**config.mk**
```make
export PLATFORM = sky130hd
export DESIGN_NAME = pfcv_core
export DESIGN_NICKNAME = d
export VERILOG_FILES = /design/src/hdl/pfcv_pkg.sv /design/src/hdl/pfcv_core.sv
export SDC_FILE = /design/constraint.sdc
export NUM_CORES = 1
export LEC_CHECK = 0
export BUFFER_PORTS_ARGS = -buffer_cell sky130_fd_sc_hd__buf_2
export CAP_MARGIN = 20
export CORE_ASPECT_RATIO = 0.9
export CORE_UTILIZATION = 58
export CTS_BUF_LIST = sky130_fd_sc_hd__clkbuf_4 sky130_fd_sc_hd__clkbuf_8
export DETAILED_ROUTE_END_ITERATION = 10
export GPL_TIMING_DRIVEN = 0
export PLACE_DENSITY = 0.85
export SLEW_MARGIN = 20
export SYNTH_ARGS = -nofsm -noshare
export SYNTH_HDL_FRONTEND = slang
export SYNTH_SLANG_ARGS = --single-unit
```
**constraint.sdc**
```tcl
create_clock -name core_clk_i -period 6.09 [get_ports core_clk_i]
set_input_delay 0.3045 -clock core_clk_i [delete_from_list [all_inputs] [get_ports core_clk_i]]
set_output_delay 0.3045 -clock core_clk_i [all_outputs]
set_load 0.005 [all_outputs]
```
**src/hdl/pfcv_pkg.sv**
```systemverilog
// constants, types and register map of the pfc valley and ovp logic
// Behaviour
// RQ1: sense above upper threshold sets demag latch
// RQ2: demag latch cleared at next pulse start
// RQ3: valley detect is latch AND inverted comparator
// RQ4: valley detect enables next turn-on
// RQ5: watchdog starts pulse when no valley found
// RQ6: floating sense pin holds switching off; in continuous mode the code keeps switching on its off-time timer
// RQ7: probe current; no pulse until pin high
// RQ8: ground sense pin 100 ns after turn-off
// RQ9: redundant overvoltage stops switching 800 us
// RQ10: redundant fault with low feedback latches off
// RQ11: feedback under 300 mV stops operation
// RQ12: sample feedback at 10 kHz, update control
// RQ13: command equals control, quarter in ccm high-line
// RQ14: no pulses while control at bottom
// RQ15: soft ovp above 105%, release below 103%
// RQ16: soft ovp scales command 75, 50, 25%
// RQ17: each step 400 us, then zero until clear
// RQ18: synchronise comparators, intervals from clock counters
package pfcv_pkg;
    localparam int CLK_HZ = 20_000_000;
    localparam int CLK_NS = 50;
    localparam int T_BLANK_NS = 100;
    localparam int BLANK_CYC = (T_BLANK_NS + CLK_NS - 1) / CLK_NS;
    localparam int T_STOP_US = 800;
    localparam int STOP_CYC = (T_STOP_US * 1000 + CLK_NS - 1) / CLK_NS;
    localparam int T_STEP_US = 400;
    localparam int STEP_CYC = (T_STEP_US * 1000 + CLK_NS - 1) / CLK_NS;
    localparam int F_SAMPLE_HZ = 10_000;
    localparam int SAMPLE_CYC = CLK_HZ / F_SAMPLE_HZ;
    localparam int T_WDOG_NS = 40_000;
    localparam int WDOG_CYC = T_WDOG_NS / CLK_NS;
    localparam int T_CCM_OFF_NS = 5_000;
    localparam int CCM_OFF_CYC = T_CCM_OFF_NS / CLK_NS;
    localparam int CW = 12;
    localparam int TW = 14;
    localparam int LOOP_SHIFT = 3;
    localparam logic [7:0] REG_CTRL = 8'h00;
    localparam logic [7:0] REG_STATUS = 8'h04;
    localparam logic [7:0] REG_REF = 8'h08;
    localparam logic [7:0] REG_CMD = 8'h0C;
    localparam int CTRL_EN_BIT = 0;
    localparam int CTRL_CLAMP_BIT = 1;
    localparam int CTRL_CCM_BIT = 2;
    localparam int CTRL_HL_BIT = 3;
    localparam logic [3:0] CTRL_RST = 4'h2;
    localparam logic [CW-1:0] REF_RST = 12'h800;
    localparam int STAT_STEP_LSB = 8;
    localparam int CMD_CTRL_LSB = 16;
    typedef struct packed {
        logic vs_high;
        logic redundant_overvoltage;
        logic fb_enh_low;
        logic fb_uv;
        logic fb_sovp_hi;
        logic fb_sovp_lo;
    } pfcv_cmp_t;
    typedef enum logic [2:0] {
        GS_IDLE = 3'b001,
        GS_PROBE = 3'b010,
        GS_ON = 3'b100
    } pfcv_gstate_t;
endpackage

```
**src/hdl/pfcv_core.sv**
```systemverilog
// pfc valley detection, ovp supervision and gate-drive control
//
// Added by the designer: the APB register port and the address map.
`timescale 1ns/100ps
module pfcv_core import pfcv_pkg::*; #(
    parameter int STOP_CYCLES = STOP_CYC,
    parameter int STEP_CYCLES = STEP_CYC
) (
    // clock and reset
    input wire logic core_clk_i,
    input wire logic sys_rst_i,
    // apb slave
    input wire logic [7:0] paddr_i,
    input wire logic psel_i,
    input wire logic penable_i,
    input wire logic pwrite_i,
    input wire logic [31:0] pwdata_i,
    output logic [31:0] prdata_o,
    output logic pready_o,
    output logic pslverr_o,
    // analog front end
    input wire pfcv_cmp_t cmp_i,
    input wire logic [CW-1:0] fb_sample_i,
    // power stage
    output logic gate_drive_o,
    output logic vs_ground_o,
    output logic vs_probe_o,
    output logic [CW-1:0] ontime_command_o,
    output logic latched_off_o
);

////////////////////////////////////////////////////////////////////////
    pfcv_cmp_t cmp_m_r, cmp_s_r;
    pfcv_cmp_t cs;
    pfcv_gstate_t st_r, st_nxt;
    logic [3:0] ctrl_r;
    logic [CW-1:0] ref_r, ctrl_val_r, cmd_r, cmd_nxt, ctrl_nxt;
    logic [TW-1:0] off_cnt_r, on_cnt_r, stop_r, step_tmr_r, smp_cnt_r;
    logic [1:0] blank_r;
    logic [2:0] step_r;
    logic dmg_r, low_seen_r, float_r, latch_r, sovp_r;
    logic valley_detect, inhibit, wd_due, start, turn_off, trip, tick;
    logic en, clamp, continuous_mode, hline;
    logic signed [TW:0] err, acc;
    logic [31:0] rd_mux, status;
    logic acc_phase, hit;

    assign cs = cmp_s_r;
    assign en = ctrl_r[CTRL_EN_BIT];
    assign clamp = ctrl_r[CTRL_CLAMP_BIT];
    assign continuous_mode = ctrl_r[CTRL_CCM_BIT];
    assign hline = ctrl_r[CTRL_HL_BIT];

    // comparators are asynchronous to the core clock
    always_ff @(posedge core_clk_i or posedge sys_rst_i) begin
        if (sys_rst_i) begin
            cmp_m_r <= '0;
            cmp_s_r <= '0;
        end else begin
            cmp_m_r <= cmp_i; // see RQ18
            cmp_s_r <= cmp_m_r;
        end
    end

////////////////////////////////////////////////////////////////////////
    assign valley_detect = dmg_r & ~cs.vs_high; // see RQ3
    assign wd_due = off_cnt_r >= TW'(WDOG_CYC - 1);
    assign inhibit = ~en | latch_r | cs.fb_uv // see RQ11
        | (stop_r != '0) // see RQ9
        | (ctrl_val_r == '0) // see RQ14
        | (cmd_r == '0);
    assign start = (st_r != GS_ON) && (st_nxt == GS_ON);
    assign turn_off = (st_r == GS_ON) && (st_nxt != GS_ON);

    always_comb begin
        st_nxt = st_r;
        unique case (st_r)
            GS_IDLE: begin
                if (!inhibit && blank_r == '0) begin
                    if (continuous_mode) begin
                        if (off_cnt_r >= TW'(CCM_OFF_CYC - 1)) begin
                            st_nxt = GS_ON;
                        end
                    end else if (valley_detect) begin
                        st_nxt = GS_ON; // see RQ4
                    end else if (clamp && wd_due && !float_r &&
                                 !(cs.vs_high && !low_seen_r)) begin
                        st_nxt = GS_PROBE; // see RQ5
                    end
                end
            end
            GS_PROBE: begin
                if (inhibit) begin
                    st_nxt = GS_IDLE;
                end else if (cs.vs_high) begin
                    st_nxt = GS_ON; // see RQ7
                end
            end
            GS_ON: begin
                if (inhibit || on_cnt_r >= TW'(cmd_r - 1'b1)) begin
                    st_nxt = GS_IDLE;
                end
            end
        endcase
    end

    always_ff @(posedge core_clk_i or posedge sys_rst_i) begin
        if (sys_rst_i) begin
            st_r <= GS_IDLE;
        end else begin
            st_r <= st_nxt;
        end
    end

    always_ff @(posedge core_clk_i or posedge sys_rst_i) begin
        if (sys_rst_i) begin
            off_cnt_r <= '0;
            on_cnt_r <= '0;
        end else begin
            on_cnt_r <= (st_r == GS_ON) ? on_cnt_r + 1'b1 : '0;
            if (st_r != GS_IDLE || start) begin
                off_cnt_r <= '0;
            end else if (!wd_due) begin
                off_cnt_r <= off_cnt_r + 1'b1;
            end
        end
    end

    // set only in the off-time so a probe-high cannot fake a valley
    always_ff @(posedge core_clk_i or posedge sys_rst_i) begin
        if (sys_rst_i) begin
            dmg_r <= 1'b0;
        end else if (cs.vs_high && st_r == GS_IDLE && blank_r == '0) begin
            dmg_r <= 1'b1; // see RQ1
        end else if (start) begin
            dmg_r <= 1'b0; // see RQ2
        end
    end

    // a pin that never drops during a whole watchdog period is floating
    always_ff @(posedge core_clk_i or posedge sys_rst_i) begin
        if (sys_rst_i) begin
            low_seen_r <= 1'b0;
            float_r <= 1'b0;
        end else begin
            if (st_r == GS_IDLE && blank_r == '0 && !cs.vs_high) begin
                low_seen_r <= 1'b1;
                float_r <= 1'b0;
            end else if (start) begin
                low_seen_r <= 1'b0;
            end else if (st_r == GS_IDLE && wd_due && !low_seen_r &&
                         cs.vs_high) begin
                float_r <= 1'b1; // see RQ6
            end
        end
    end

    always_ff @(posedge core_clk_i or posedge sys_rst_i) begin
        if (sys_rst_i) begin
            blank_r <= '0;
        end else if (turn_off) begin
            blank_r <= 2'(BLANK_CYC); // see RQ8
        end else if (blank_r != '0) begin
            blank_r <= blank_r - 1'b1;
        end
    end

    a_blank_len: assert property (@(posedge core_clk_i) // see RQ8
        disable iff (sys_rst_i) $fell(gate_drive_o) |-> vs_ground_o[*2])
        else $error("blanking not held two cycles after turn-off");
    a_probe_wait: assert property (@(posedge core_clk_i) // see RQ7
        disable iff (sys_rst_i)
        st_r == GS_PROBE && !cs.vs_high |=> !gate_drive_o)
        else $error("pulse issued before probe saw the pin high");
    a_bottom_idle: assert property (@(posedge core_clk_i) // see RQ14
        disable iff (sys_rst_i) ctrl_val_r == '0 |=> !$rose(gate_drive_o))
        else $error("pulse issued with control at bottom");
    a_uv_idle: assert property (@(posedge core_clk_i) // see RQ11
        disable iff (sys_rst_i) cs.fb_uv |=> !$rose(gate_drive_o))
        else $error("pulse issued during undervoltage");

////////////////////////////////////////////////////////////////////////
    // the synchroniser lag can leak turn-off noise just past blanking
    assign trip = cs.redundant_overvoltage && blank_r == '0;

    always_ff @(posedge core_clk_i or posedge sys_rst_i) begin
        if (sys_rst_i) begin
            stop_r <= '0;
            latch_r <= 1'b0;
        end else begin
            if (trip) begin
                stop_r <= TW'(STOP_CYCLES); // see RQ9
            end else if (stop_r != '0) begin
                stop_r <= stop_r - 1'b1;
            end
            if (trip && cs.fb_enh_low) begin
                latch_r <= 1'b1; // see RQ10
            end
        end
    end

    a_redundant_overvoltage_stop: assert property (@(posedge core_clk_i) // see RQ9
        disable iff (sys_rst_i) stop_r != '0 |=> !$rose(gate_drive_o))
        else $error("pulse issued during redundant overvoltage stop");
    a_latch_off: assert property (@(posedge core_clk_i) // see RQ10
        disable iff (sys_rst_i) latch_r |=> ##1 latch_r && !gate_drive_o)
        else $error("latched-off state released or switching");

////////////////////////////////////////////////////////////////////////
    always_ff @(posedge core_clk_i or posedge sys_rst_i) begin
        if (sys_rst_i) begin
            sovp_r <= 1'b0;
        end else if (cs.fb_sovp_hi) begin
            sovp_r <= 1'b1; // see RQ15
        end else if (cs.fb_sovp_lo) begin
            sovp_r <= 1'b0;
        end
    end

    always_ff @(posedge core_clk_i or posedge sys_rst_i) begin
        if (sys_rst_i) begin
            step_r <= '0;
            step_tmr_r <= '0;
        end else if (!sovp_r) begin
            step_r <= '0;
        end else if (step_r == '0 || (step_r < 3'd4 && step_tmr_r == '0)) begin
            step_r <= step_r + 1'b1; // see RQ17
            step_tmr_r <= TW'(STEP_CYCLES - 1);
        end else if (step_tmr_r != '0) begin
            step_tmr_r <= step_tmr_r - 1'b1;
        end
    end

    always_comb begin
        cmd_nxt = ctrl_val_r;
        if (sovp_r) begin
            unique case (step_r)
                3'd1: cmd_nxt = ctrl_val_r - (ctrl_val_r >> 2); // see RQ16
                3'd2: cmd_nxt = ctrl_val_r >> 1;
                3'd3: cmd_nxt = ctrl_val_r >> 2;
                3'd4: cmd_nxt = '0; // see RQ17
                default: cmd_nxt = ctrl_val_r;
            endcase
        end else if (continuous_mode && hline) begin
            cmd_nxt = ctrl_val_r >> 2; // see RQ13
        end
    end

    always_ff @(posedge core_clk_i or posedge sys_rst_i) begin
        if (sys_rst_i) begin
            cmd_r <= '0;
        end else begin
            cmd_r <= cmd_nxt; // see RQ13
        end
    end

    a_sovp_hold: assert property (@(posedge core_clk_i) // see RQ15
        disable iff (sys_rst_i) sovp_r && !cs.fb_sovp_lo |=> sovp_r)
        else $error("soft overvoltage released above release level");
    a_sovp_zero: assert property (@(posedge core_clk_i) // see RQ17
        disable iff (sys_rst_i) sovp_r && step_r == 3'd4 |=> cmd_r == '0)
        else $error("command not zero in last soft overvoltage step");

////////////////////////////////////////////////////////////////////////
    assign tick = smp_cnt_r == TW'(SAMPLE_CYC - 1);
    assign err = $signed({3'b000, ref_r}) - $signed({3'b000, fb_sample_i});
    assign acc = $signed({3'b000, ctrl_val_r}) + (err >>> LOOP_SHIFT);

    always_comb begin
        if (acc < 0) begin
            ctrl_nxt = '0;
        end else if (acc > $signed({3'b000, {CW{1'b1}}})) begin
            ctrl_nxt = {CW{1'b1}};
        end else begin
            ctrl_nxt = acc[CW-1:0];
        end
    end

    always_ff @(posedge core_clk_i or posedge sys_rst_i) begin
        if (sys_rst_i) begin
            smp_cnt_r <= '0;
            ctrl_val_r <= '0;
        end else begin
            smp_cnt_r <= tick ? '0 : smp_cnt_r + 1'b1;
            if (tick) begin
                ctrl_val_r <= ctrl_nxt; // see RQ12
            end
        end
    end

////////////////////////////////////////////////////////////////////////
    assign acc_phase = psel_i & penable_i;
    assign hit = paddr_i == REG_CTRL || paddr_i == REG_STATUS ||
                 paddr_i == REG_REF || paddr_i == REG_CMD;
    assign pready_o = 1'b1;
    assign pslverr_o = acc_phase & ~hit;
    assign status = {21'h0, step_r, 1'b0, float_r, sovp_r, latch_r,
                     stop_r != '0, cs.fb_uv, valley_detect, dmg_r};

    always_comb begin
        rd_mux = '0;
        unique case (paddr_i)
            REG_CTRL: rd_mux = {28'h000_0000, ctrl_r};
            REG_STATUS: rd_mux = status;
            REG_REF: rd_mux = {20'h0_0000, ref_r};
            REG_CMD: rd_mux = {4'h0, ctrl_val_r, 4'h0, cmd_r};
            default: rd_mux = '0;
        endcase
    end

    // read data captured in the setup cycle so it comes from a flop
    always_ff @(posedge core_clk_i or posedge sys_rst_i) begin
        if (sys_rst_i) begin
            prdata_o <= '0;
        end else if (psel_i && !penable_i && !pwrite_i) begin
            prdata_o <= rd_mux;
        end
    end

    always_ff @(posedge core_clk_i or posedge sys_rst_i) begin
        if (sys_rst_i) begin
            ctrl_r <= CTRL_RST;
            ref_r <= REF_RST;
        end else if (acc_phase && pwrite_i) begin
            if (paddr_i == REG_CTRL) begin
                ctrl_r <= pwdata_i[3:0];
            end
            if (paddr_i == REG_REF) begin
                ref_r <= pwdata_i[CW-1:0];
            end
        end
    end

    assign gate_drive_o = st_r == GS_ON;
    assign vs_ground_o = blank_r != '0;
    assign vs_probe_o = st_r == GS_PROBE;
    assign ontime_command_o = cmd_r;
    assign latched_off_o = latch_r;

endmodule // pfcv_core

```
Yosys cells after proc, flatten, opt, wreduce, memory -nomap -nowiden. Index checks and enable logic that the tools add are counted. W data, S select, Z words.

Register bits: 167. Input bits: 63. Output and inout port bits: 50. Logic and storage cells: 165.

$add $sub $neg: 11. Order comparisons: 6. Equal/unequal tests: 18. Muxes and demuxes: 35. Bitwise logic cells: 11. Reductions and logical operators: 54.

Operators with widths (count): $mux W14 (8); $pmux W28 S4 (1); $mux W12 (4); $pmux W12 S4 (1); $add A14 B1 Y14 const B (3); $mux W3 (10); $reduce_bool A14 Y1 (2); $sub A14 B1 Y14 const B (2); $logic_not A12 Y1 (2); $logic_and A1 B1 Y1 (21); $eq A8 B4 Y1 const B (2); $reduce_bool A2 Y1 (8); $add A13 B10 Y14 (1); $eq A14 B11 Y1 const B (1); $ge A14 B10 Y1 const B (1); $ge A14 B14 Y1 (1); $ge A14 B7 Y1 const B (1); $gt A14 B13 Y1 const B (1); $logic_not A14 Y1 (1); $lt A14 B1 Y1 const B (1); $sub A12 B1 Y13 const B (1); $sub A12 B12 Y13 (1); $sub A12 B10 Y12 (1); $eq A3 B2 Y1 const B (3); 21 further kinds (57).

Longest topological paths before layout. Gate-level depths: netlist of the first run.

Word-level depth: 14. Depth in mapped cells: 20. Gate-level depth less buffers: 19.

Worst setup path after synthesis of the first run. OpenSTA, ideal clock, no wires.

Path kind: register to register. From: register ref_r[5]. To: register ctrl_val_r[10]. Setup time: 0.083 ns. Arrival time: 3.811 ns. Data required time: 6.007 ns. Slack: 2.196 ns. Cell stages (with the launch flop): 19. Path buffers: 1. Clock period less this slack: 3.894 ns. Cell sequence: dfrtp_1 -> ha_1 -> a21o_1 -> a21oi_1 -> a31oi_1 -> and2_1 -> o21a_1 -> or2_1 -> xor2_1 -> ha_1 -> a21o_1 -> a21oi_1 -> o21ai_0 -> a211oi_1 -> o21ai_0 -> mux2i_1 -> clkbuf_1 -> nor2_1 -> o22ai_1.

Longest elaborated chain between the ends: 5. Elaborated cells on any way between the ends: 6.

Ends and longest elaborated chain: start: declaration (RTL line pfcv_core.sv:37) `logic [CW-1:0] ref_r, ctrl_val_r, cmd_r, cmd_nxt, ctrl_nxt;`; start signal: assignment (RTL line pfcv_core.sv:329) `ref_r <= pwdata_i[CW-1:0];`; $sub A12 B12 Y13 (*) (RTL line pfcv_core.sv:266) `assign err = $signed({3'b000, ref_r}) - $signed({3'b000, fb_sample_i});`; $add A13 B10 Y14 (*) (RTL line pfcv_core.sv:267) `assign acc = $signed({3'b000, ctrl_val_r}) + (err >>> LOOP_SHIFT);`; $gt A14 B13 Y1 (RTL line pfcv_core.sv:272) `end else if (acc > $signed({3'b000, {CW{1'b1}}})) begin`; $mux W12 (RTL line pfcv_core.sv:272); $mux W12 (*) (RTL line pfcv_core.sv:270) `if (acc < 0) begin`; end signal: assignment (RTL line pfcv_core.sv:286) `ctrl_val_r <= ctrl_nxt;`; end: declaration (RTL line pfcv_core.sv:37).

Mark *: on every way between the ends. The rest lies on a longest branch, timed or not. A chain may end at the register's enable or synchronous reset.

Final worst setup path of the first run.
From: register ref_r[3]. To: register ctrl_val_r[10].

The elaborated chain is that of the path after synthesis.

==> metrics.log, run 1 <==
[metrics] via count of the first global-routing pass: 7,339
[metrics] Buf+Inv Stages, Crit Path: 1
[metrics] TritonCTS clock tree: yes
[metrics] die extent in x: 134 um
[metrics] final number of max-transition violations: 0
[metrics] post-cts sizing count: 0
[metrics] worst setup path category: reg2reg
[metrics] summed area of non-filler cells in the final layout: 0.0103 mm2
[metrics] PwrDens: 264 mW/mm2
[metrics] total of buffers placed on input and output ports: 82
[metrics] Worst IR Drop VDD: 0.187 mV
[metrics] worst path cell trace: ha_1 -> o21a_1 -> nor2_1 -> a211o_1 -> a31oi_1 -> and2_1 -> o21a_1 -> or2_1 -> xor2_1 -> ha_1 -> a21o_1 -> a21oi_1 -> o21ai_0 -> a211oi_1 -> o21ai_0 -> mux2i_1 -> clkbuf_1 -> nor2_1 -> o22ai_1
[metrics] boundary pin count: 113
[metrics] number of DRC markers after the initial detailed-route iteration: 635
[metrics] RSZ-0062 raised after global routing: false
[metrics] vertical die dimension: 121 um
[metrics] nature of the critical path endpoint: register
[metrics] number of buffers created by CTS: 17
[metrics] Synth-to-Final Area Change: 13.0%
[metrics] cell class contributing the biggest share of worst-path delay: compound AO/OA/AOI/OAI gates
[metrics] final RePlAce weighted congestion: 0.885
[metrics] most utilized layer in the global route result: met2
[metrics] number of flops mapped to enable cells by yosys: 0
[metrics] Tcrit/Tclk final: 80.3%
[metrics] sequential element share of the synthesized area: 43.6%
[metrics] Setup violations, final: 0
[metrics] Row Count: 43
[metrics] path class of the lowest-slack min-delay path: in2reg
[metrics] Vias/cell: 5.90
[metrics] filler instances: 1,193
[metrics] Diodes inserted: 0
[metrics] post-placement cell count: 1,238
[metrics] Netlist cell types: 66
[metrics] Highest Clock Rate: 204 MHz
[metrics] crit path time final: 4890 ps
[metrics] worst-case headroom to the max-slew limit: 38.7%
[metrics] number of non-filler instances in the completed layout: 1,277
[metrics] clock latency on the worst-skew pair: 470 ps
[metrics] Setup Skew: 9.61 ps
[metrics] cell with the largest stage delay on the worst path: sky130_fd_sc_hd__a31oi_1
[metrics] Global Route Usage Sum: 27.9%
[metrics] Core Box Area: 0.0154 mm2
[metrics] run status: complete, no violations
[metrics] data arrival time of the critical path: 5270 ps
[metrics] largest net degree at the start of global routing: 87
[metrics] register bit count reported by yosys: 159
[metrics] clock transition time at the flip-flop clock pins of the worst setup and hold paths: 90 ps
[metrics] number of remaining DRC errors: 0
[metrics] DR vias: 7,539
[metrics] Final HPWL DP: 16,000 um
[metrics] placed inst area: 0.00986 mm2
[metrics] Yosys Warn Count: 0
[metrics] endpoints failing hold: 0
[metrics] Worst Max-Slew Pin Slew: 910 ps
[metrics] die outline area: 0.0163 mm2
[metrics] largest stage delay on the critical path: 430 ps
[metrics] met1 layer usage reported by global route: 34.6%
[metrics] max-cap violation count: 0
[metrics] kind of start point of the critical path: register
[metrics] number of H-tree branching levels: 4
[metrics] TritonCTS sink count: 159
[metrics] register-to-register path setup slack: 1200 ps
[metrics] top_reg_cell synth: sky130_fd_sc_hd__dfrtp_1
[metrics] data required time at the worst endpoint: 6470 ps
[metrics] count of buffers added by post-CTS timing repair for setup: 0
[metrics] Net count, final: 1,188
[metrics] starting density of the core: 59.3%
[metrics] post-synth design cell area: 0.00913 mm2
[metrics] Util after Layout: 67.1%
[metrics] Total Routed Length: 21,300 um
[metrics] antenna violations before repair: 0
[metrics] FFs w/ async S/R, synth: 100%
[metrics] Leakage Power: 4.87 nW
[metrics] GR Layer Usage met2: 47.2%
[metrics] met3 Usage GRT: 5.81%
[metrics] sum of overflow across all layers after global routing: 0
[metrics] maximum count of clock buffers along a single path: 2
[metrics] number of cells produced by synthesis: 946
[metrics] antenna violation net count after detailed routing: 0
[metrics] wire length of the first global-routing pass: 35,300 um
[metrics] Max FO, Critical Path: 10
[metrics] mean instance size in the synthesized netlist: 9.65 um2
[metrics] average wire per standard cell: 16.7 um
[metrics] detailed-router iteration count before antenna repair: 6
[metrics] Clk Tree Root Cell: sky130_fd_sc_hd__clkbuf_8
[metrics] fraction of layout instances using a drive strength above 1: 14.0%
-- flip-flops by register name, indices dropped and copies added (netlist names), 2 cells and up --
name / flops
smp_cnt_r: 14
step_r: 3
cmp_s_r: 6
ontime_command_o: 12
stop_r: 14
st_r: 3
blank_r: 2
step_tmr_r: 14
ctrl_val_r: 12
ctrl_r: 4
cmp_m_r: 6
off_cnt_r: 14
on_cnt_r: 14
prdata_o: 24
ref_r: 12
-- placed cells by master, fill, tap and decap left out, types with 15 or more instances in the layout --
master	n
sky130_fd_sc_hd__a21o_1	15
sky130_fd_sc_hd__a21oi_1	34
sky130_fd_sc_hd__a22o_1	17
sky130_fd_sc_hd__and3_1	15
sky130_fd_sc_hd__buf_2	83
sky130_fd_sc_hd__clkbuf_1	24
sky130_fd_sc_hd__clkbuf_8	19
sky130_fd_sc_hd__dfrtp_1	156
sky130_fd_sc_hd__ha_1	61
sky130_fd_sc_hd__inv_1	52
sky130_fd_sc_hd__mux2_1	16
sky130_fd_sc_hd__nand2_1	80
sky130_fd_sc_hd__nand3_1	29
sky130_fd_sc_hd__nor2_1	111
sky130_fd_sc_hd__nor3_1	19
sky130_fd_sc_hd__o21ai_0	15
sky130_fd_sc_hd__o21ai_1	18
sky130_fd_sc_hd__xnor2_1	40
sky130_fd_sc_hd__xor2_1	43
-- path summary, 6_finish.rpt --
check,start,cells after the start,end
min in group asynchronous,sys_rst_i,3,cmp_m_r[2]
min reg2reg,cmp_m_r[0],0,cmp_s_r[0]
max in group asynchronous,sys_rst_i,4,ref_r[11]
min,pwdata_i[5],2,ref_r[5]
max reg2reg,ref_r[3],19,ctrl_val_r[10]
max,ref_r[3],19,ctrl_val_r[10]
-- cell families after synthesis --
logic type / Yosys count / share of synthesized area (%)
compound gates: 175 / 13.2
xor+xnor: 83 / 7.96
fa+ha+maj: 63 / 8.80
buf+inv: 95 / 4.29
flops: 159 / 43.6
mux: 33 / 4.47
other cells: 2 / 0.0822
simple gates: 336 / 17.6
-- metal layers --
metal	part of all wire, %	wire length (um)	vias to the layer above
met3	6.6	1400	38
met1	41	8840	3675
li1	-	-	3558
met5	0	0	-
met2	49	10500	268
met4	2.9	626	0
-- cells in the mapped netlist, types with 5 or more instances --
library cell               number  area share (%)
sky130_fd_sc_hd__o21ai_1       18            0.99
sky130_fd_sc_hd__clkbuf_1      24            0.99
sky130_fd_sc_hd__a221oi_1       5            0.48
sky130_fd_sc_hd__or4_1          6            0.49
sky130_fd_sc_hd__or3_1         11            0.75
sky130_fd_sc_hd__xor2_1        43             4.1
sky130_fd_sc_hd__mux2_2         6            0.74
sky130_fd_sc_hd__a22oi_1        7            0.58
sky130_fd_sc_hd__nor2b_1        8            0.55
sky130_fd_sc_hd__and3_1        15             1.0
sky130_fd_sc_hd__inv_1         53             2.2
sky130_fd_sc_hd__nand2_1       80             3.3
sky130_fd_sc_hd__inv_2          5            0.21
sky130_fd_sc_hd__buf_4          9            0.74
sky130_fd_sc_hd__mux2i_1        7            0.77
sky130_fd_sc_hd__a31oi_1        7            0.48
sky130_fd_sc_hd__ha_1          61             8.4
sky130_fd_sc_hd__a21oi_1       34             1.9
sky130_fd_sc_hd__nor3_1        19             1.0
sky130_fd_sc_hd__o21ai_0       15            0.82
sky130_fd_sc_hd__a21o_1        15             1.2
sky130_fd_sc_hd__dfrtp_1      156              43
sky130_fd_sc_hd__nand2b_1       7            0.48
sky130_fd_sc_hd__a222oi_1       8            0.88
sky130_fd_sc_hd__o21a_1         5            0.41
sky130_fd_sc_hd__nand3_1       29             1.6
sky130_fd_sc_hd__xnor2_1       40             3.8
sky130_fd_sc_hd__nand4_1       12            0.82
sky130_fd_sc_hd__mux2_1        16             2.0
sky130_fd_sc_hd__o22ai_1       12            0.82
sky130_fd_sc_hd__nor4_1        10            0.69
sky130_fd_sc_hd__nor2_1       111             4.6
sky130_fd_sc_hd__a22o_1        17             1.6
sky130_fd_sc_hd__and2_1         9            0.62
-- where the power goes --
group	total, W	switching (W)	internal, W
Combinational	0.000682	0.000384	0.000298
Sequential	0.00126	0.000114	0.00115
Clock	0.000779	0.000420	0.000359
Total	0.00273	0.000919	0.00181
-- metrics by stage --
step | setup TNS (ps) | hold WS [ps] | worst slack, ps | total power, W
3_5_place_dp | 0 | 335 | 1380 | 0.00196
2_1_floorplan | 0 | 331 | 1500 | 0.00175
4_1_cts | 0 | 32.2 | 1300 | 0.00273
5_1_grt | 0 | 36.4 | 837 | 0.00288
3_3_place_gp | -22970 | 334 | -163 | 0.00192
6_report | 0 | 41.5 | 1200 | 0.00273
-- timing repair --
item	4_1_cts	5_1_grt
hold buffers	7	0
hold endpoints to repair	77	0
endpoints found under the setup margin	0	0
-- area by class of cell --
class                      count  area [um2]  area share [%]
multi-input combinational    699        4780            46.4
sequential                   159        3980            38.6
timing repair buffer          90         508            4.92
clock buffer                  20         269            2.61
tap                          202         253            2.45
inverter                      58         225            2.18
buffer                        37         174            1.69
clock inverter                12         125            1.21
No activity file was read; power rests on OpenSTA's default activity.
==> run 2: changes to the inputs <==
--- a/config.mk
+++ b/config.mk
@@ -8,11 +8,11 @@
 export BUFFER_PORTS_ARGS = -buffer_cell sky130_fd_sc_hd__buf_2
 export CAP_MARGIN = 20
 export CORE_ASPECT_RATIO = 0.9
-export CORE_UTILIZATION = 58
+export CORE_UTILIZATION = 55
 export CTS_BUF_LIST = sky130_fd_sc_hd__clkbuf_4 sky130_fd_sc_hd__clkbuf_8
 export DETAILED_ROUTE_END_ITERATION = 10
 export GPL_TIMING_DRIVEN = 0
-export PLACE_DENSITY = 0.85
+export PLACE_DENSITY = 0.84
 export SLEW_MARGIN = 20
 export SYNTH_ARGS = -nofsm -noshare
 export SYNTH_HDL_FRONTEND = slang
==> constraint.sdc (replaced) <==
create_clock -name core_clk_i -period 4.25 [get_ports core_clk_i]
set_input_delay 0.2125 -clock core_clk_i [delete_from_list [all_inputs] [get_ports core_clk_i]]
set_output_delay 0.2125 -clock core_clk_i [all_outputs]
set_load 0.005 [all_outputs]
==> run 2 against run 1 <==
Net effect:
- non-clock buffer count up 23
- combinational power up 48%
- final area up 3.0%
- final cell count up 2.3%
- global-route usage down 0.071 points
- core utilization down 1.4 points
- clock skew up 8.2 ps
- register-to-register slack worse by 1200 ps
- clock power up 42%
- die area up 5.4%
- fmax up 16%
- critical path type unchanged
==> metrics.log, run 2 (synthesis gave the netlist of run 1 again) <==
[metrics] maximum count of clock buffers along a single path: 2 (unchanged)
[metrics] data arrival time of the critical path: 4610 ps (-660 ps)
[metrics] Vias/cell: 5.93 (+0.46%)
[metrics] Net count, final: 1,211 (+1.9%)
[metrics] die extent in x: 138 um (+2.7%)
[metrics] PwrDens: 370 mW/mm2 (+40%)
[metrics] placed inst area: 0.00993 mm2 (+0.76%)
[metrics] Max FO, Critical Path: 5 (-5)
[metrics] starting density of the core: 56.4% (-2.9 points)
[metrics] summed area of non-filler cells in the final layout: 0.0106 mm2 (+3.0%)
[metrics] Setup Skew: 17.8 ps (+8.17 ps)
[metrics] Global Route Usage Sum: 27.8% (-0.071 points)
[metrics] Tcrit/Tclk final: 99.6% (+19 points)
[metrics] final RePlAce weighted congestion: 0.920 (+3.9%)
[metrics] Worst Max-Slew Pin Slew: 972 ps (+62.0 ps)
[metrics] commonest cells after routing, fill and taps aside: sky130_fd_sc_hd__dfrtp_1, sky130_fd_sc_hd__nor2_1, sky130_fd_sc_hd__buf_2, sky130_fd_sc_hd__nand2_1, sky130_fd_sc_hd__ha_1
[metrics] final number of max-transition violations: 0 (unchanged)
[metrics] antenna violation net count after detailed routing: 0 (unchanged)
[metrics] Final HPWL DP: 16,400 um (+2.6%)
[metrics] Core Box Area: 0.0162 mm2 (+5.2%)
[metrics] Highest Clock Rate: 236 MHz (+16%)
[metrics] worst slack, placed: -407 ps (-1790 ps)
[metrics] run status: complete, no violations
[metrics] total of buffers placed on input and output ports: 82 (unchanged)
[metrics] register-to-register path setup slack: 20 ps (-1180 ps)
[metrics] metal3 WL: 1480 um (+5.2%)
[metrics] worst setup path category: reg2reg
[metrics] Max Used Layer: met4
[metrics] max-cap violation count: 0 (unchanged)
[metrics] worst path cell trace: ha_1 -> o21a_1 -> nor2_2 -> a211o_1 -> a31oi_4 -> and2_1 -> o21a_1 -> or2_1 -> xor2_2 -> ha_1 -> buf_4 -> nand3_1 -> nor2_2 -> a211oi_2 -> or4_1 -> mux2i_2 -> buf_4 -> nor2_1 -> o22ai_1
[metrics] detailed-router iteration count before antenna repair: 7 (+1)
[metrics] vertical die dimension: 124 um (+2.6%)
[metrics] number of remaining DRC errors: 0 (unchanged)
[metrics] fraction of layout instances using a drive strength above 1: 15.9% (+2.0 points)
[metrics] largest stage delay on the critical path: 540 ps (+110 ps)
[metrics] data required time at the worst endpoint: 4630 ps (-1840 ps)
[metrics] Leakage Power: 4.99 nW (+2.6%)
[metrics] met2 wire length: 11,000 um (+5.3%)
[metrics] largest net degree at the start of global routing: 36 (-59%)
[metrics] cell with the largest stage delay on the worst path: sky130_fd_sc_hd__or4_1
[metrics] sum of overflow across all layers after global routing: 0 (unchanged)
[metrics] path class of the lowest-slack min-delay path: in2reg
[metrics] antenna violations before repair: 0 (unchanged)
[metrics] boundary pin count: 113 (unchanged)
[metrics] endpoints failing hold: 0 (unchanged)
[metrics] max FFs per register: 24 (unchanged)
[metrics] Synth-to-Final Area Change: 16.4%
[metrics] DR vias: 7,746 (+2.7%)
[metrics] average wire per standard cell: 17.4 um (+4.2%)
[metrics] setup slack after layout: 18.4 ps (-1180 ps)
[metrics] worst-case headroom to the max-slew limit: 34.6% (-4.2 points)
[metrics] routed length on met1: 9430 um (+6.7%)
[metrics] Setup violations, final: 0 (unchanged)
[metrics] most common cell after layout, fill and taps aside: sky130_fd_sc_hd__dfrtp_1
[metrics] nature of the critical path endpoint: register
[metrics] Clk Tree Root Cell: sky130_fd_sc_hd__clkbuf_8
[metrics] Worst IR Drop VDD: 0.405 mV (+120%)
[metrics] number of H-tree branching levels: 4 (unchanged)
[metrics] number of buffers created by CTS: 17 (unchanged)
[metrics] crit path time final: 4230 ps (-660 ps)
[metrics] Row Count: 44 (+2.3%)
[metrics] kind of start point of the critical path: register
[metrics] largest register by flop count: prdata_o
[metrics] clock latency on the worst-skew pair: 470 ps (about the same)
[metrics] clock transition time at the flip-flop clock pins of the worst setup and hold paths: 90 ps (about the same)
[metrics] Total Routed Length: 22,700 um (+6.6%)
[metrics] die outline area: 0.0171 mm2 (+5.4%)
[metrics] wire length of the first global-routing pass: 36,900 um (+4.3%)
[metrics] number of DRC markers after the initial detailed-route iteration: 742 (+17%)
[metrics] TritonCTS clock tree: yes
[metrics] via count of the first global-routing pass: 7,462 (+1.7%)
[metrics] TritonCTS sink count: 159 (unchanged)
[run 2: through the flow]
| step | setup TNS, ps | instances | total power (W) | utilization [%] | hold WS (ps) |
|---|---|---|---|---|---|
| final | 0 | 1306 | 0.00394 | 65.7 | 128 |
| after detailed placement | -3580 | 1247 | 0.00282 | 61.4 | 212 |
| after floorplan | 0 | 953 | 0.00250 | - | 244 |
| after global routing | -1180 | 1305 | 0.00417 | 65.7 | 138 |
| after CTS | 0 | 1299 | 0.00393 | 65.1 | 104 |
| after global placement | -2300 | 1242 | 0.00276 | 60.7 | 321 |
[run 2: per-layer routing]
| metal | vias up | global-route usage [%] |
|---|---|---|
| met5 | - | 0 |
| met3 | 61 | 5.64 |
| met4 | 0 | 11.6 |
| met1 | 3777 | 36.4 |
| li1 | 3602 | - |
| met2 | 306 | 44.6 |
[run 2: worst paths after layout]
path,start,to,cells after the start
max,ref_r[2],ctrl_val_r[10],19
min,paddr_i[3],prdata_o[7],3
max reg2reg,ref_r[2],ctrl_val_r[10],19
min reg2reg,cmp_m_r[0],cmp_s_r[0],0
max in group asynchronous,sys_rst_i,ref_r[11],7
min in group asynchronous,sys_rst_i,cmp_m_r[2],3
[run 2: layout make-up]
| class | instances | area [um2] |
|---|---|---|
| Sequential cell | 159 | 3980 |
| Buffer | 37 | 179 |
| Clock buffer | 19 | 249 |
| Clock inverter | 13 | 133 |
| Timing Repair Buffer | 113 | 753 |
| Multi-Input combinational cell | 699 | 4850 |
| Fill cell | 1194 | 5550 |
| Inverter | 58 | 221 |
| Antenna cell | 1 | 2.50 |
| Tap cell | 207 | 259 |
[run 2: what timing repair did]
item	in CTS	in global routing
pin swaps	0	4
endpoints found under the setup margin	10	12
buffers inserted	1	5
resized for setup	6	15
gates cloned	0	1
endpoints found under the hold margin	32	0
hold buffers	19	0
[run 2: power by group]
part	internal [W]	switching, W
Clock	0.000490	0.000617
Combinational	0.000444	0.000568
Sequential	0.00165	0.000168
Total	0.00258	0.00135
[run 2: critical path, delay by kind of cell (launching register included)]
family | cells | cell delay, ps
compound gates | 6 | 920
simple gates | 7 | 1450
flops | 1 | 410
xor+xnor | 1 | 170
fa+ha+maj | 2 | 620
mux | 1 | 240
buf+inv | 2 | 340
==> run 3: changes to the inputs <==
--- a/config.mk
+++ b/config.mk
@@ -8,11 +8,11 @@
 export BUFFER_PORTS_ARGS = -buffer_cell sky130_fd_sc_hd__buf_2
 export CAP_MARGIN = 20
 export CORE_ASPECT_RATIO = 0.9
-export CORE_UTILIZATION = 55
-export CTS_BUF_LIST = sky130_fd_sc_hd__clkbuf_4 sky130_fd_sc_hd__clkbuf_8
+export CORE_UTILIZATION = 53
+export CTS_BUF_LIST = sky130_fd_sc_hd__clkbuf_8 sky130_fd_sc_hd__clkbuf_16
 export DETAILED_ROUTE_END_ITERATION = 10
 export GPL_TIMING_DRIVEN = 0
-export PLACE_DENSITY = 0.84
+export PLACE_DENSITY = 0.82
 export SLEW_MARGIN = 20
 export SYNTH_ARGS = -nofsm -noshare
 export SYNTH_HDL_FRONTEND = slang
==> run 3 against run 2 <==
Net effect:
- sequential share of layout area down 0.52 points
- global-route usage down 0.37 points
- critical path depth unchanged
- non-clock buffer count down 12
- final cell count down 0.69%
- flip-flop and latch count unchanged
- core utilization down 1.6 points
==> metrics.log, run 3 (synthesis gave the netlist of run 1 again) <==
[metrics] boundary pin count: 113 (unchanged)
[metrics] post-placement cell count: 1,250 (+0.24%)
[metrics] worst setup path category: reg2reg
[metrics] vertical die dimension: 127 um (+1.8%)
[metrics] largest register by flop count: prdata_o
[metrics] Final HPWL DP: 16,400 um (-0.12%)
[metrics] max-cap violation count: 0 (unchanged)
[metrics] detailed-router iteration count before antenna repair: 6 (-1)
[metrics] Max FO, Critical Path: 5 (unchanged)
[metrics] summed area of non-filler cells in the final layout: 0.0108 mm2 (+1.4%)
[metrics] data arrival time of the critical path: 4450 ps (-160 ps)
[metrics] Worst Max-Slew Pin Slew: 900 ps (-72.8 ps)
[metrics] Row Count: 45 (+2.3%)
[metrics] worst slack, placed: -308 ps (+99.2 ps)
[metrics] final RePlAce weighted congestion: 0.901 (-2.0%)
[metrics] Tcrit/Tclk final: 96.7% (-2.9 points)
[metrics] kind of start point of the critical path: register
[metrics] Diodes inserted: 0 (-1)
[metrics] origin of the worst min-delay path: pwdata_i[10]
[metrics] Leakage Power: 5.05 nW (+1.1%)
[metrics] RSZ-0062 raised after global routing: false
[metrics] cell with the largest stage delay on the worst path: sky130_fd_sc_hd__or4_4
[metrics] filler instances: 1,312 (+9.9%)
[metrics] Register-to-Register Path Depth: 19 (unchanged)
[metrics] most common cell after layout, fill and taps aside: sky130_fd_sc_hd__dfrtp_1
[metrics] worst path cell trace: ha_1 -> o21a_1 -> nor2_2 -> a211o_1 -> a31oi_2 -> and2_4 -> o21a_1 -> or2_1 -> xor2_2 -> ha_4 -> a21o_1 -> a21oi_2 -> o21ai_1 -> a211oi_2 -> or4_4 -> mux2i_4 -> buf_6 -> nor2_1 -> o22ai_1
[metrics] Setup violations, final: 0 (unchanged)
[metrics] commonest cells after routing, fill and taps aside: sky130_fd_sc_hd__dfrtp_1, sky130_fd_sc_hd__nor2_1, sky130_fd_sc_hd__buf_2, sky130_fd_sc_hd__nand2_1, sky130_fd_sc_hd__ha_1
[metrics] max FFs per register: 24 (unchanged)
[metrics] die outline area: 0.0178 mm2 (+3.7%)
[metrics] Worst Hold Path EP: ref_r[10]
[metrics] fraction of layout instances using a drive strength above 1: 15.8% (-0.10 points)
[metrics] clock transition time at the flip-flop clock pins of the worst setup and hold paths: 70 ps (-20 ps)
[metrics] Clk Tree Root Cell: sky130_fd_sc_hd__clkbuf_16
[metrics] DR vias: 7,582 (-2.1%)
[metrics] register-to-register path setup slack: 140 ps (+120 ps)
[metrics] Core Box Area: 0.0168 mm2 (+4.0%)
[metrics] endpoints failing hold: 0 (unchanged)
[metrics] number of remaining DRC errors: 0 (unchanged)
[metrics] number of non-filler instances in the completed layout: 1,297 (-0.69%)
[metrics] clock latency on the worst-skew pair: 430 ps (-40 ps)
[metrics] average wire per standard cell: 17.7 um (+1.4%)
[metrics] Net count, final: 1,199 (-0.99%)
[metrics] largest stage delay on the critical path: 540 ps (about the same)
[metrics] wire length of the first global-routing pass: 37,800 um (+2.6%)
[metrics] final number of max-transition violations: 0 (unchanged)
[metrics] Total Routed Length: 22,900 um (+0.74%)
[metrics] sum of overflow across all layers after global routing: 0 (unchanged)
[metrics] placed inst area: 0.00992 mm2 (-0.15%)
[metrics] maximum count of clock buffers along a single path: 2 (unchanged)
[metrics] die extent in x: 140 um (+1.8%)
[metrics] total of buffers placed on input and output ports: 82 (unchanged)
[metrics] largest net degree at the start of global routing: 37 (+2.8%)
[metrics] path class of the lowest-slack min-delay path: in2reg
[metrics] number of cells on the worst hold path: 2 (-1)
[metrics] Worst IR Drop VDD: 0.315 mV (-22%)
[metrics] Reg2Reg Capture Point: ctrl_val_r[5]
[metrics] Util after Layout: 64.1% (-1.6 points)
[metrics] antenna violation net count after detailed routing: 0 (unchanged)
[metrics] setup slack after layout: 140 ps (+122 ps)
[metrics] number of H-tree branching levels: 4 (unchanged)
[metrics] Final Total Pwr: 0.00445 W (+13%)
[metrics] TritonCTS sink count: 159 (unchanged)
[metrics] antenna violations before repair: 0 (unchanged)
[metrics] nature of the critical path endpoint: register
[metrics] number of buffers created by CTS: 17 (unchanged)
[metrics] Critical Path Most Common Cell: sky130_fd_sc_hd__o21a_1
[metrics] Setup Skew: 9.97 ps (-7.81 ps)
[metrics] Vias/cell: 5.85 (-1.4%)
[metrics] PwrDens: 413 mW/mm2 (+12%)
[metrics] worst-case headroom to the max-slew limit: 39.5% (+4.9 points)
[metrics] starting density of the core: 54.2% (-2.2 points)
[metrics] via count of the first global-routing pass: 7,544 (+1.1%)
[metrics] run status: complete, no violations
[metrics] Global Route Usage Sum: 27.4% (-0.37 points)
[metrics] crit path time final: 4110 ps (-122 ps)
[metrics] r2r startpoint: ref_r[2]
[metrics] beginning of the critical path: ref_r[2]
[metrics] Highest Clock Rate: 243 MHz (+3.0%)
[metrics] number of DRC markers after the initial detailed-route iteration: 677 (-8.8%)
[metrics] Synth-to-Final Area Change: 18.1%
[metrics] TritonCTS clock tree: yes
[metrics] data required time at the worst endpoint: 4590 ps (-40 ps)
## run 3: changes by cell type in the layout (fill, tap and decap cells not counted), moves of 3 or more
| cell | before | now |
|---|---|---|
| sky130_fd_sc_hd__clkbuf_16 | 0 | 17 |
| sky130_fd_sc_hd__dlygate4sd3_1 | 19 | 12 |
| sky130_fd_sc_hd__buf_4 | 17 | 11 |
| sky130_fd_sc_hd__clkinv_4 | 4 | 1 |
| sky130_fd_sc_hd__inv_6 | 1 | 4 |
| sky130_fd_sc_hd__clkbuf_8 | 17 | 1 |
## run 3: final cells by class
type	instances	area [um2]	area share, %
Buffer	37	183	1.69
Clock buffer	18	439	4.07
Clock inverter	14	180	1.67
Inverter	58	221	2.05
Multi-Input combinational cell	699	4880	45.2
Sequential cell	159	3980	36.9
Tap cell	211	264	2.45
Timing Repair Buffer	101	637	5.90
## run 3: power breakdown
| group | internal, W | total, W | leakage, nW | switching [W] |
|---|---|---|---|---|
| clock network | 0.000953 | 0.00162 | 0.303 | 0.000667 |
| logic | 0.000440 | 0.00101 | 2.79 | 0.000571 |
| registers | 0.00165 | 0.00182 | 1.95 | 0.000170 |
## run 3: through the flow
step	hold WS, ps	TNS [ps]
5_1_grt	9.46	0
4_1_cts	6.63	0
2_1_floorplan	244	0
6_report	11.7	0
3_3_place_gp	322	-2310
3_5_place_dp	322	-2830
## run 3: routing by layer
metal  global-route usage [%]  vias to the layer above  routed length [um]
met2                     45.5                      302               11000
met5                        0                        -                   0
met1                     33.9                     3607                9420
met3                     5.70                       78                1470
li1                         -                     3595                   -
met4                     14.6                        0                1010
## run 3: critical path, delay by kind of cell (launching register included)
family | cells | cell delay [ps]
flops | 1 | 410
buf+inv | 1 | 160
simple gates | 5 | 1150
mux | 1 | 240
fa+ha+maj | 2 | 620
compound gates | 9 | 1230
xor+xnor | 1 | 190
## run 3: worst max path at each step
stage | endpoint | slack, ps | depth (start not counted)
detailed placement | ctrl_val_r[10] | -310 | 19
global route | ctrl_val_r[7] | 4 | 17
global placement | ctrl_val_r[10] | -250 | 18
CTS | ctrl_val_r[5] | 20 | 18
finish | ctrl_val_r[5] | 140 | 19
floorplan | ctrl_val_r[10] | 360 | 18
## run 3: repair_timing
| item | in CTS | in global routing |
|---|---|---|
| endpoints found under the hold margin | 40 | 0 |
| endpoints found under the setup margin | 10 | 12 |
| resized for setup | 10 | 16 |
| hold buffers | 12 | 0 |
| buffers inserted | 1 | 1 |
| gates cloned | 1 | 0 |
| pin swaps | 0 | 2 |
